==> src/rtl/pm_msi_pkg.sv <==
// Package: offsets, field layouts and defaults of the PM and MSI registers
package pm_msi_pkg;

  // ---------------------------------------------------------------------
  // Register offsets (byte addresses in configuration space)
  // ---------------------------------------------------------------------
  localparam logic [7:0] OFF_PM_CSR   = 8'h44;
  localparam logic [7:0] OFF_MSI_CTRL = 8'h4C;
  localparam logic [7:0] OFF_MSI_ADDR = 8'h50;

  // ---------------------------------------------------------------------
  // Power management dword fields
  // ---------------------------------------------------------------------
  localparam int PM_STATE_LO    = 0;
  localparam int PM_NO_RST_BIT  = 3;
  localparam int PME_EN_BIT     = 8;
  localparam int DATA_SEL_LO    = 9;
  localparam int DATA_SCALE_LO  = 13;
  localparam int PME_STAT_BIT   = 15;
  localparam int BRIDGE_EXT_LO  = 16;
  localparam int PWR_DATA_LO    = 24;

  localparam logic       NO_RST_DEFAULT   = 1'b1;
  localparam logic [7:0] PWR_DATA_DEFAULT = 8'h00;
  localparam logic [1:0] DATA_SCALE_VAL   = 2'h0;
  localparam logic [7:0] BRIDGE_EXT_VAL   = 8'h00;
  localparam logic       PME_STAT_VAL     = 1'b0;

  // ---------------------------------------------------------------------
  // MSI capability fields
  // ---------------------------------------------------------------------
  localparam logic [7:0] MSI_CAP_ID      = 8'h05;
  localparam logic [7:0] MSI_NEXT_PTR    = 8'h64;
  localparam int         MSI_EN_BIT      = 16;
  localparam int         MM_CAP_LO       = 17;
  localparam int         MM_EN_LO        = 20;
  localparam int         ADDR64_BIT      = 23;
  localparam logic [2:0] MM_CAP_VAL      = 3'h0;
  localparam logic       ADDR64_VAL      = 1'b1;
  localparam int         MSG_ADDR_LO     = 2;

  // ---------------------------------------------------------------------
  // Power states
  // ---------------------------------------------------------------------
  typedef enum logic [1:0] {
    PS_D0     = 2'b00,
    PS_D1     = 2'b01,
    PS_D2     = 2'b10,
    PS_D3_HOT = 2'b11
  } power_state_t;

  // Configuration request from the host side
  typedef struct packed {
    logic        wr;
    logic        rd;
    logic [7:0]  addr;
    logic [3:0]  be;
    logic [31:0] wdata;
  } cfg_req_t;

  // Sideband default override (SMBus, I2C or EEPROM loader)
  typedef struct packed {
    logic       load;
    logic       no_rst;
    logic [7:0] pwr_data;
  } dflt_load_t;

endpackage

==> src/rtl/msi_addr_store.sv <==
// Storage word for the MSI message address with registered read data
`timescale 1ns/1ps
module msi_addr_store
  import pm_msi_pkg::*;
#(
  parameter int WIDTH = 30
)
(
  input  wire logic             clk_sys_in,
  input  wire logic             rst_in,
  input  wire logic [3:0]       be_in,
  input  wire logic             wr_in,
  input  wire logic [WIDTH-1:0] wdata_in,
  output logic      [WIDTH-1:0] rdata_out
);

  logic [WIDTH+1:0] word;
  logic [WIDTH+1:0] wfull;
  logic [WIDTH+1:0] next_word;

  assign wfull = {wdata_in, 2'h0};

  // ---------------------------------------------------------------------
  // Byte-lane merge
  // ---------------------------------------------------------------------
  genvar g;
  generate
    for (g = 0; g < 4; g++)
    begin : g_lane
      assign next_word[g*8 +: 8] = (wr_in && be_in[g]) ? wfull[g*8 +: 8]
                                                       : word[g*8 +: 8];
    end
  endgenerate

  always_ff @(posedge clk_sys_in)
  begin
    if (rst_in)
    begin
      word      <= '0;
      rdata_out <= '0;
    end
    else
    begin
      word      <= {next_word[WIDTH+1:MSG_ADDR_LO], 2'h0};
      rdata_out <= next_word[WIDTH+1:MSG_ADDR_LO];
    end
  end

endmodule

==> src/rtl/pm_msi_cap_regs.sv <==
// Power management and MSI capability registers of one switch port
`timescale 1ns/1ps

// Contract
// - Power state field holds D0..D3hot as 00..11 and resets to D0.
// - Writing D0 while in D3hot fires a hot reset, downstream reset idle.
// - Read-only skip-reset flag, reset high, suppresses internal reset.
// - PME enable is writable, resets low, and enables the PME message.
// - PME status always reads zero.
// - Bridge support extension bits are hardwired zero, read-only.
// - Read-only power data byte resets to zero unless reloaded.
// - Skip-reset flag and power data byte are loadable from the sideband.
// - MSI capability identifier reads 05h.
// - MSI next pointer reads 64h, read-only.
// - With MSI enabled, interrupts go as MSI writes, never INTx.
// - With MSI disabled, which is the reset value, no MSI is issued.
// - The 64-bit address capable bit reads one.
// - Message address holds bits 31:2, resets to zero, bits 1:0 zero.
// - Message address is the MSI target only while MSI is enabled.
module pm_msi_cap_regs
  import pm_msi_pkg::*;
(
  input  wire logic        clk_sys_in,
  input  wire logic        rst_in,
  input  wire cfg_req_t    cfg_req_in,
  output logic [31:0]      cfg_rdata_out,
  output logic             cfg_rvalid_out,
  input  wire dflt_load_t  dflt_load_in,
  input  wire logic        irq_event_in,
  output logic             msi_req_out,
  output logic [31:0]      msi_addr_out,
  output logic             intx_assert_out,
  output logic             pme_msg_out,
  output logic             hot_reset_out,
  output logic             internal_reset_out,
  output logic             downstream_reset_out_n,
  output logic [1:0]       power_state_out
);

  // ---------------------------------------------------------------------
  // Decode
  // ---------------------------------------------------------------------
  function automatic logic hit(input logic [7:0] a, input logic [7:0] off);
    hit = (a == off);
  endfunction

  wire logic wr_pm   = cfg_req_in.wr && hit(cfg_req_in.addr, OFF_PM_CSR);
  wire logic wr_msi  = cfg_req_in.wr && hit(cfg_req_in.addr, OFF_MSI_CTRL);
  wire logic wr_addr = cfg_req_in.wr && hit(cfg_req_in.addr, OFF_MSI_ADDR);
  wire logic wr_pm_b0  = wr_pm && cfg_req_in.be[0];
  wire logic wr_pm_b1  = wr_pm && cfg_req_in.be[1];
  wire logic wr_msi_b2 = wr_msi && cfg_req_in.be[2];

  // ---------------------------------------------------------------------
  // State
  // ---------------------------------------------------------------------
  power_state_t pstate;
  logic         pme_en;
  logic [3:0]   data_sel;
  logic         no_rst;
  logic [7:0]   pwr_data;
  logic         msi_en;
  logic [2:0]   mm_en;
  logic [29:0]  addr_q;

  wire power_state_t wr_state =
    power_state_t'(cfg_req_in.wdata[PM_STATE_LO +: 2]);
  wire logic wake_d3 = wr_pm_b0 && (pstate == PS_D3_HOT)
                       && (wr_state == PS_D0);

  always_ff @(posedge clk_sys_in)
  begin
    if (rst_in)
    begin
      pstate   <= PS_D0;
      pme_en   <= 1'b0;
      data_sel <= 4'h0;
      msi_en   <= 1'b0;
      mm_en    <= 3'h0;
    end
    else
    begin
      if (wr_pm_b0)
        pstate <= wr_state;
      if (wr_pm_b1)
      begin
        pme_en   <= cfg_req_in.wdata[PME_EN_BIT];
        data_sel <= cfg_req_in.wdata[DATA_SEL_LO +: 4];
      end
      if (wr_msi_b2)
      begin
        msi_en <= cfg_req_in.wdata[MSI_EN_BIT];
        mm_en  <= cfg_req_in.wdata[MM_EN_LO +: 3];
      end
    end
  end

  // Read-only defaults; the sideband loader may overwrite them any time outside reset
  always_ff @(posedge clk_sys_in)
  begin
    if (rst_in)
    begin
      no_rst   <= NO_RST_DEFAULT;
      pwr_data <= PWR_DATA_DEFAULT;
    end
    else if (dflt_load_in.load)
    begin
      no_rst   <= dflt_load_in.no_rst;
      pwr_data <= dflt_load_in.pwr_data;
    end
  end

  msi_addr_store #(
    .WIDTH (30)
  ) u_addr (
    .clk_sys_in (clk_sys_in),
    .rst_in     (rst_in),
    .be_in      (cfg_req_in.be),
    .wr_in      (wr_addr),
    .wdata_in   (cfg_req_in.wdata[31:MSG_ADDR_LO]),
    .rdata_out  (addr_q)
  );

  // ---------------------------------------------------------------------
  // Read data
  // ---------------------------------------------------------------------
  wire logic [31:0] pm_word = {pwr_data,
                               BRIDGE_EXT_VAL,
                               PME_STAT_VAL,
                               DATA_SCALE_VAL,
                               data_sel,
                               pme_en,
                               4'h0,
                               no_rst,
                               1'b0,
                               pstate};
  wire logic [31:0] msi_word = {8'h00,
                                ADDR64_VAL,
                                mm_en,
                                MM_CAP_VAL,
                                msi_en,
                                MSI_NEXT_PTR,
                                MSI_CAP_ID};
  wire logic [31:0] addr_word = {addr_q, 2'h0};

  wire logic [31:0] next_rdata =
    hit(cfg_req_in.addr, OFF_PM_CSR)   ? pm_word  :
    hit(cfg_req_in.addr, OFF_MSI_CTRL) ? msi_word :
    hit(cfg_req_in.addr, OFF_MSI_ADDR) ? addr_word : 32'h0000_0000;

  // ---------------------------------------------------------------------
  // Events and outputs
  // ---------------------------------------------------------------------
  // Internal reset only when the skip flag is low
  wire logic next_int_rst = wake_d3 && !no_rst;
  wire logic next_msi     = irq_event_in && msi_en;
  wire logic next_intx    = irq_event_in && !msi_en;

  always_ff @(posedge clk_sys_in)
  begin
    if (rst_in)
    begin
      cfg_rdata_out      <= 32'h0000_0000;
      cfg_rvalid_out     <= 1'b0;
      hot_reset_out      <= 1'b0;
      internal_reset_out <= 1'b0;
      msi_req_out        <= 1'b0;
      msi_addr_out       <= 32'h0000_0000;
      intx_assert_out    <= 1'b0;
      pme_msg_out        <= 1'b0;
    end
    else
    begin
      cfg_rdata_out      <= cfg_req_in.rd ? next_rdata : cfg_rdata_out;
      cfg_rvalid_out     <= cfg_req_in.rd;
      hot_reset_out      <= wake_d3;
      internal_reset_out <= next_int_rst;
      msi_req_out        <= next_msi;
      // Address only presented with MSI enabled
      msi_addr_out       <= msi_en ? addr_word : 32'h0000_0000;
      intx_assert_out    <= next_intx;
      pme_msg_out        <= pme_en;
    end
  end

  // Hot reset from D3hot wake never touches the downstream pin
  assign downstream_reset_out_n = 1'b1;
  assign power_state_out        = pstate;

endmodule

==> config.mk <==
export PLATFORM = sky130hd
export DESIGN_NAME = pm_msi_cap_regs
export DESIGN_NICKNAME = d
export VERILOG_FILES = /design/src/rtl/pm_msi_pkg.sv /design/src/rtl/msi_addr_store.sv /design/src/rtl/pm_msi_cap_regs.sv
export SDC_FILE = /design/constraint.sdc
export NUM_CORES = 1
export LEC_CHECK = 0
export BUFFER_PORTS_ARGS = -buffer_cell sky130_fd_sc_hd__buf_4
export CORE_MARGIN = 4
export CORE_UTILIZATION = 55
export CTS_CLUSTER_DIAMETER = 80
export CTS_CLUSTER_SIZE = 30
export DETAILED_ROUTE_END_ITERATION = 7
export PLACE_DENSITY = 0.84
export REMOVE_ABC_BUFFERS = 1
export SLEW_MARGIN = 20
export SYNTH_ARGS = -nofsm -noshare
export SYNTH_HDL_FRONTEND = slang
export SYNTH_SLANG_ARGS = --single-unit
export TNS_END_PERCENT = 20
==> constraint.sdc <==
create_clock -name clk_sys_in -period 2.57 [get_ports clk_sys_in]
set_input_delay 0 -clock clk_sys_in [delete_from_list [all_inputs] [get_ports clk_sys_in]]
set_output_delay 0 -clock clk_sys_in [all_outputs]
set_load 0.02 [all_outputs]
Yosys cells after proc, flatten, opt, wreduce, memory -nomap -nowiden
Index checks and enable logic that the tools add are counted.
Widths: inputs -> output; s select.
{"block": "op_classes", "eq_ne": 4, "n_reduce_logical": 19, "bitwise": 1, "muxes": 7}
{"cell": "$mux 32", "count": 3}
{"cell": "$mux 8", "count": 4}
{"cell": "$eq 8x7->1 const B", "count": 3}
{"cell": "$logic_and 1x1->1", "count": 15}
{"cell": "$eq 2x2->1 const B", "count": 1}
{"cell": "$logic_not 1->1", "count": 2}
{"cell": "$logic_not 2->1", "count": 1}
{"cell": "$reduce_or 2->1", "count": 1}
{"cell": "$not 1->1", "count": 1}
{"block": "word_totals", "word_cells": 49, "ff_bits": 122, "inputBits": 59}

Depth between registers and ports, before layout
Gate-level depths: netlist of run 1.
{"block": "logic_depth", "ltp_word": 6, "mapped_depth": 6}

Modules after synthesis
Synthesis of run 1 repeated with hierarchy kept, for this count alone.
{"block": "unflattened", "hier_cells": 466, "hier_area_um2": 4674.5}
{"module": "pm_msi_cap_regs", "area_each_um2": 3284.4, "cells_per_inst": 329, "instances": 1, "seq_area_each_um2": 1761.7}
{"module": "msi_addr_store", "area_each_um2": 1390.1, "cells_per_inst": 137, "instances": 1, "seq_area_each_um2": 600.6}

Worst setup path before layout of run 1
Ideal clock, no wire load.
{"block": "synth_path", "path_kind": "input to register", "startpoint": "input cfg_req_in[43] in the netlist's numbering", "endpoint": "register data_sel[0]", "setup_ns": 0.120, "t_arrival_ns": 1.299, "path_slack_ns": 1.150, "cell_stages": 5, "required_time_ns": 2.450, "cell_sequence": "or4b_1 > buf_4 > or3_1 > buf_2 > mux2i_1"}
{"block": "synth_between", "elab_chain_cells": 3}
{"element": "start: declaration", "line_no": "pm_msi_cap_regs.sv:25", "text": "input wire cfg_req_t cfg_req_in,"}
{"element": "$eq 8x7->1", "line_no": "pm_msi_cap_regs.sv:44", "text": "hit = (a == off);"}
{"element": "$logic_and 1x1->1", "line_no": "pm_msi_cap_regs.sv:47", "text": "wire logic wr_pm = cfg_req_in.wr && hit(cfg_req_in.addr, OFF_PM_CSR);"}
{"element": "$logic_and 1x1->1", "line_no": "pm_msi_cap_regs.sv:51", "text": "wire logic wr_pm_b1 = wr_pm && cfg_req_in.be[1];"}
{"element": "end signal: assignment", "line_no": "pm_msi_cap_regs.sv:88", "text": "data_sel <= cfg_req_in.wdata[DATA_SEL_LO +: 4];"}
{"element": "end: declaration", "line_no": "pm_msi_cap_regs.sv:59", "text": "logic [3:0] data_sel;"}
No other way between the ends.
A chain may end at the register's enable or synchronous reset.

Worst setup path after layout of run 1
{"block": "layout_path", "startpoint": "input cfg_req_in[39] in the netlist's numbering", "endpoint": "register u_addr.word[18]"}
{"block": "layout_between", "elab_chain_cells": 4}
{"element": "$eq 8x7->1", "line_no": "pm_msi_cap_regs.sv:44"}
{"element": "$logic_and 1x1->1", "line_no": "pm_msi_cap_regs.sv:49", "text": "wire logic wr_addr = cfg_req_in.wr && hit(cfg_req_in.addr, OFF_MSI_ADDR);"}
{"element": "$logic_and 1x1->1", "line_no": "msi_addr_store.sv:30", "text": "assign next_word[g*8 +: 8] = (wr_in && be_in[g]) ? wfull[g*8 +: 8]"}
{"element": "$mux 8", "line_no": "msi_addr_store.sv:30"}
{"element": "end signal: assignment", "line_no": "msi_addr_store.sv:44", "text": "word <= {next_word[WIDTH+1:MSG_ADDR_LO], 2'h0};"}
{"element": "end: declaration", "line_no": "msi_addr_store.sv:17", "text": "logic [WIDTH+1:0] word;"}
No other way between the ends.

==> results of run 1 <==
## per-stage QoR
step | util (%) | cells | setup TNS (ns)
after global placement | 68.7 | 666 | 0
after CTS | 83.4 | 762 | 0
final | 83.4 | 762 | 0
after detailed placement | 68.7 | 666 | 0
after global routing | 83.4 | 762 | 0
after floorplan | - | 426 | -7.72
## layer usage
layer  part of all wire, %  global-route usage [%]  vias up
li1                      -                       -     1953
met1                    37                    33.4     2024
met2                    51                    50.9      232
met3                   7.4                    6.67       57
met4                   4.3                    14.2        0
met5                     0                       0        -
## cell type report
class	count	area (um^2)	area share, %
flip-flops and latches	118	2360	34.5
multi-input cells	304	2120	30.9
repair buffers	199	1650	24.2
clock buffers	23	467	6.81
well taps	105	131	1.92
clock inverters	9	100	1.46
inverters	4	15.0	0.219
## state kept, by name, summed over array words and instances, names as in the netlist, 2 cells and up
name	flops
u_addr.word	30
mm_en	3
data_sel	4
msi_addr_out	30
power_state_out	2
pwr_data	8
cfg_rdata_out	32
## power by group
group | switching [mW] | leakage, nW | internal, mW | total, mW
Sequential | 0.0148 | 0.955 | 1.85 | 1.87
Combinational | 0.164 | 1.66 | 0.188 | 0.352
Clock | 0.811 | 0.278 | 1.45 | 2.26
Total | 0.990 | 2.89 | 3.49 | 4.48
## cell usage in the layout, fill, tap and decap left out, types with 5 or more instances in the layout
cell,netlist,routed
a31oi_1,13,13
nand2b_1,72,72
dfxtp_1,118,118
nor2b_1,7,6
a22oi_1,8,8
o211ai_1,5,5
and2_1,34,34
nand2_1,13,13
dlygate4sd3_1,0,64
nand3_1,18,18
mux2i_1,49,49
a22o_1,8,8
nor2_1,25,25
a211oi_1,14,14
buf_4,4,135
clkinv_2,0,5
o21ai_0,5,5
clkbuf_16,0,16
## what timing repair did
action                                 4_1_cts  5_1_grt
endpoints found under the hold margin       72        0
setup buffers                                0        0
setup endpoints to repair                    0        1
hold buffers                                64        0
resized for setup                            0        0
## tightest hold or removal path, stage by stage
cell and delay (ns):
buf_4 0.11, nand2_1 0.14, nor3_4 0.10, mux2i_1 0.13
## logic make-up after synthesis
group                  share of synthesized area [%]
AND/OR/NAND/NOR                                 24.8
flip-flops                                      51.0
AO/OA/AOI/OAI                                   9.64
multiplexers                                    10.6
buffers and inverters                           3.89
other                                          0.162
## path summary, 6_finish.rpt
path,start,end,cells after the start
setup / recovery,cfg_req_in[39],u_addr.word[18],6
hold / removal,cfg_req_in[32],u_addr.word[5],4
setup reg to reg,msi_en,msi_addr_out[15],3
hold reg to reg,msi_en,intx_assert_out,1
==> summary.txt, run 1 <==
Global route
  – Initial antenna violation count: 0
  – Largest net degree at the start of global routing: a little over 60
  – Total global routing overflow: 0
  – Via count of the first global-routing pass: ~4,500
  – Overall fraction of global-route tracks in use: approximately 29%
  – Wire length of the first global-routing pass: 22,800 um

Synth
  – Share of async-settable or async-resettable flops after synthesis: 0%
  – Post-Synthesis Mean Instance Area: approximately 10 um^2
  – Post-synth EDFFs: 0
  – Distinct cells, synth: 37
  – Number of cells produced by synthesis: between 400 and 500
  – Top cells by area in the synthesized netlist: dfxtp_1, mux2i_1, nand2b_1
  – Synth cell count leaders: dfxtp_1, nand2b_1, mux2i_1, and2_1, clkbuf_1
  – Mapped cell area: around 0.0046 mm^2
  – Largest area contributor in the synthesized netlist: dfxtp_1
  – Most used standard cell by instance count after synthesis: dfxtp_1
  – Top-area cell type share of the netlist area: between 50% and 60%
  – Register bit count reported by yosys: approximately 120
  – Predominant post-synthesis flop cell: dfxtp_1
  – Portion of the post-synthesis area used by sequential elements: 51.0%
  – Warnings, synthesis: 0

Finish
  – Relative area change from synthesis to final layout: 47.8%
  – # fillers: approximately 420
  – Ratio of cells with drive above 1 in the final layout: a little over a quarter
  – Final Instance Area: just under 0.007 mm^2
  – Diodes inserted: 0
  – Final #Nets: between 700 and 800

Worst setup path
  – CP Capture Type: flip-flop
  – Top cell family by delay on the critical path: buffers and inverters
  – Required time of the worst setup path: about 3 ns
  – Setup CP Type: in2reg
  – Chain of cells forming the critical path: dlygate4sd3_1 -> buf_4 -> or4b_1 -> nor3_4 -> mux2i_1 -> dlygate4sd3_1
  – Stage delay of the slowest cell on the critical path: ~0.76 ns
  – Critical Path Most Common Cell: dlygate4sd3_1
  – Worst setup SP type: input port
  – Critical path arrival: 2.92 ns
  – Max FO, Critical Path: 23
  – Worst path buffer plus inverter count: 3
  – Register-to-register setup slack: between 1 and 1.5 ns
  – Worst path slowest cell: or4b_1

STA
  – Worst max-slew margin expressed relative to the limit: 44.8%
  – Final setup violation count: 0
  – Post-Route Hold Slack: approximately 0.024 ns
  – Max-slew violation total from the final report: 0
  – Tightest Pin Transition: 0.825 ns
  – Number of hold violations in the final report: 0
  – Shortest clock period the worst path allows after layout: 2.47 ns
  – Setup repair after global routing missed its margin: no
  – Maximum achievable frequency: 405 MHz
  – Layout Skew: about 0.0073 ns
  – Setup WS post-layout: between 0.09 and 0.1 ns
  – Share of the cycle needed by the critical path after routing: a little over nine tenths

Route
  – Routed length per placed instance: around 19 um
  – Detailed-router iteration count before antenna repair: 6
  – Total vias in the final route: approximately 4,300
  – Sum of routed wire length over all layers: ~14,000 um
  – Post-route DRC: 0
  – Number of vias per cell after detailed routing: between 5 and 6
  – Post-route ant nets: 0
  – First DRT Iteration DRCs: roughly 280

Floorplanning
  – Horiz. Die Dim: about 100 um
  – Std-Cell Rows: 33
  – Area of the core: 0.00822 mm^2
  – Total Die Area: about 0.010 mm^2
  – Top Ports: 132
  – Y dimension of the die: ~100 um
  – Initial cell density of the core: 56.4%

Placed design
  – Instance area after placement: between 0.005 and 0.006 mm^2
  – RePlAce Congestion: a little under 0.8
  – Port bufs: about 130
  – Detail Placement HPWL: around 8000 um
  – Placement-stage worst setup slack: between 0.6 and 0.7 ns

Min path
  – Worst min path class: in2reg

CTS
  – Clk Tree Root Cell: clkbuf_8
  – Clock latency on the worst-skew pair: 0.51 ns
  – H-tree depth: 4
  – Clock Sinks: 118
  – Total clock buffers created by CTS: 17
  – Clock tree from TritonCTS: yes
  – Maximum clock path buffer count: 2
  – CTS clock-pin slew for the worst setup and hold paths: about 0.06 ns

Pwr
  – Pwr per Cell Area: about 650 mW/mm^2
  – Post-layout total power: approximately 4.5 mW
  – Leakage power summed over all cells: 2.89 nW
  – Largest vdd supply drop: 0.000455 V

Outcome
  – Run status: complete, no violations

Job
  – Max-capacitance violation count: 0
No activity file was read; power rests on OpenSTA's default activity.
==> inputs of run 2 (changes only) <==
==> constraint.sdc (replaced) <==
create_clock -name clk_sys_in -period 3 [get_ports clk_sys_in]
set_input_delay 0 -clock clk_sys_in [delete_from_list [all_inputs] [get_ports clk_sys_in]]
set_output_delay 0 -clock clk_sys_in [all_outputs]
set_load 0.02 [all_outputs]
==> run 2 against run 1 <==
Net effect:
- clock power decreased by 8%
- final area increased by 2.6%
- power decreased by 11%
- count of clock-buffer cells in the layout decreased by 4
- combinational power decreased by 12%
- final cell count increased by 1.8%
- sequential share of layout area decreased by 0.88 points
- via count increased by 3.2%
- register-to-register slack improved by 0.47 ns
==> summary.txt, run 2 (synthesized netlist as in run 1, its figures left out) <==
Outcome
  – Run status: complete, no violations

Placed design
  – Instance area after placement: 0.00563 mm^2
  – Detail Placement HPWL: between 7000 and 8000 um
  – Port bufs: 128
  – RePlAce Congestion: between 0.7 and 0.8

Route
  – Number of vias per cell after detailed routing: around 5.7
  – Sum of met3 wire segment lengths after detailed routing: between 1000 and 1500 um
  – Met2 layer wire length in the routed design: between 7000 and 8000 um
  – Post-route DRC: 0
  – Routed length on met1: around 5700 um
  – Sum of routed wire length over all layers: approximately 15,000 um
  – Uppermost layer routed: met4
  – Total vias in the final route: roughly 4,400
  – Routed length per placed instance: approximately 20 um
  – First DRT Iteration DRCs: about 270
  – Post-route ant nets: 0
  – Detailed-router iteration count before antenna repair: 8

STA
  – Maximum achievable frequency: 386 MHz
  – Share of the cycle needed by the critical path after routing: 86.3%
  – Shortest clock period the worst path allows after layout: between 2 and 3 ns
  – Worst max-slew margin expressed relative to the limit: between 40% and 50%
  – Setup repair after global routing missed its margin: no
  – Tightest Pin Transition: 0.858 ns
  – Number of hold violations in the final report: 0
  – Final setup violation count: 0
  – Layout Skew: about 0.0093 ns
  – Max-slew violation total from the final report: 0

Global route
  – Initial antenna violation count: 0
  – Via count of the first global-routing pass: roughly 4,700
  – Largest net degree at the start of global routing: 102
  – Overall fraction of global-route tracks in use: a little under a third
  – Wire length of the first global-routing pass: ~24,000 um
  – Total global routing overflow: 0

Floorplanning
  – Top Ports: 132
  – Area of the core: between 0.008 and 0.009 mm^2
  – Total Die Area: between 0.009 and 0.01 mm^2
  – Initial cell density of the core: 56.4%
  – Std-Cell Rows: 33
  – Y dimension of the die: 99.8 um
  – Horiz. Die Dim: between 90 and 100 um

CTS
  – CTS clock-pin slew for the worst setup and hold paths: roughly 0.060 ns
  – Maximum clock path buffer count: 2
  – Clk Tree Root Cell: clkbuf_8
  – H-tree depth: 4
  – Clock latency on the worst-skew pair: between 0.5 and 0.6 ns
  – Total clock buffers created by CTS: 17
  – Clock Sinks: 118
  – Clock tree from TritonCTS: yes
  – Post-cts resize count: 0

Finish
  – Diodes inserted: 0
  – Final #Nets: around 720
  – Largest registers in the final layout: cfg_rdata_out x32, msi_addr_out x30, u_addr.word x30
  – Relative area change from synthesis to final layout: 51.6%
  – Most frequent standard cell in the layout excluding fill and tap cells: buf_4
  – Final core area utilization: between 80 and 90%
  – Sequential cell area: 0.00236 mm^2
  – # fillers: around 380
  – Final Instance Area: around 0.0070 mm^2
  – Area occupied by multi-input gates: between 0.002 and 0.0025 mm^2
  – Flip-flop count of the largest register, all copies and words added: 32
  – Most flops, register: cfg_rdata_out
  – Commonest cells after routing, fill and taps aside: buf_4, dfxtp_1, dlygate4sd3_1
  – Ratio of cells with drive above 1 in the final layout: about a quarter

Worst setup path
  – RR Endpoint: cfg_rdata_out[0]
  – Required time of the worst setup path: between 3 and 4 ns
  – Chain of cells forming the critical path: dlygate4sd3_1 -> buf_4 -> nor4b_4 -> dlygate4sd3_1 -> o211ai_1 -> a211oi_1 -> dlygate4sd3_1
  – Worst path buffer plus inverter count: 4
  – Setup CP Type: in2reg
  – Register-to-register setup slack: 1.53 ns
  – Max FO, Critical Path: 9
  – Worst path slowest cell: dlygate4sd3_1
  – CP Capture Type: flip-flop
  – Stage delay of the slowest cell on the critical path: approximately 0.75 ns
  – Critical R2R Launch: power_state_out[0]
  – Critical path arrival: 3.05 ns
  – Critical Path Most Common Cell: dlygate4sd3_1
  – Top cell family by delay on the critical path: buffers and inverters
  – Worst setup SP type: input port
  – Number of cells on the worst reg-to-reg path: 3

Pwr
  – Sw power: 0.888 mW
  – Pwr per Cell Area: around 570 mW/mm^2
  – Fraction of power spent switching nets: around 22%
  – Share of total power in the clock network: between 50% and 60%
  – Largest vdd supply drop: around 0.00038 V
  – Power Internal: approximately 3.1 mW
  – Proportion of power drawn by flip-flops and latches: 40.1%
  – Leakage power summed over all cells: ~3.0 nW
  – Combinational Power Share: roughly 8%
  – Post-layout total power: ~4.0 mW

Min path
  – Worst min path class: in2reg
  – Worst Hold Launch: cfg_req_in[36]
  – Worst Hold Endpoint: cfg_rdata_out[22]
  – Cell count of the worst hold path: 4

Job
  – Max-capacitance violation count: 0
[run 2: cell count changes in the layout (fill, tap and decap cells not counted), sizes merged]
cell         before  now
buf             135  134
bufinv            2    4
clkbuf           23   19
clkinv            5    7
dlygate4sd3      64   79
[run 2: what timing repair did]
item / 4_1_cts / 5_1_grt
hold buffers: 79 / 0
setup buffers: 0 / 0
endpoints found under the hold margin: 74 / 0
endpoints found under the setup margin: 0 / 0
[run 2: worst max path at each step]
stage	startpoint	to	slack, ns	depth (start not counted)
3_3_place_gp	cfg_req_in[39]	u_addr.word[30]	1.19	4
6_report	cfg_req_in[40]	cfg_rdata_out[0]	0.41	7
3_5_place_dp	cfg_req_in[39]	u_addr.word[28]	1.11	4
4_1_cts	cfg_req_in[39]	u_addr.word[31]	0.55	6
2_1_floorplan	cfg_req_in[39]	cfg_rdata_out[11]	-0.04	3
5_1_grt	cfg_req_in[39]	u_addr.word[29]	0.34	6
[run 2: area by class of cell]
cell class	count	share of cell area [%]
well taps	105	1.87
clock inverters	13	2.58
repair buffers	213	25.6
multi-input cells	304	30.2
clock buffers	19	6.00
inverters	4	0.214
flip-flops and latches	118	33.6
[run 2: routing by layer]
layer | vias up | GRT usage [%]
li1 | 1979 | -
met1 | 2084 | 34.7
met2 | 273 | 55.6
met3 | 66 | 7.51
met4 | 0 | 16.6
met5 | - | 0
[run 2: worst min-delay path: stages]
cell and delay [ns]:
buf_4 0.11, nor4b_4 0.08, a22oi_1 0.18, o21ai_0 0.10
[run 2: power by group through the flow]
stage	Sequential [mW]	Combinational, mW	Clock [mW]
6_report	1.60	0.310	2.07
5_1_grt	1.60	0.328	2.16
4_1_cts	1.60	0.295	2.06
3_5_place_dp	1.63	0.225	0
3_3_place_gp	1.63	0.220	0
2_1_floorplan	1.64	0.0808	0
[run 2: through the flow]
stage / setup slack [ns] / setup TNS [ns] / instances / hold slack, ns
2_1_floorplan: -0.0365 / -0.475 / 426 / 0.0691
3_5_place_dp: 1.11 / 0 / 665 / 0.219
4_1_cts: 0.553 / 0 / 776 / 0.000547
3_3_place_gp: 1.19 / 0 / 665 / 0.212
5_1_grt: 0.344 / 0 / 776 / 0.0212
6_report: 0.411 / 0 / 776 / 0.00620
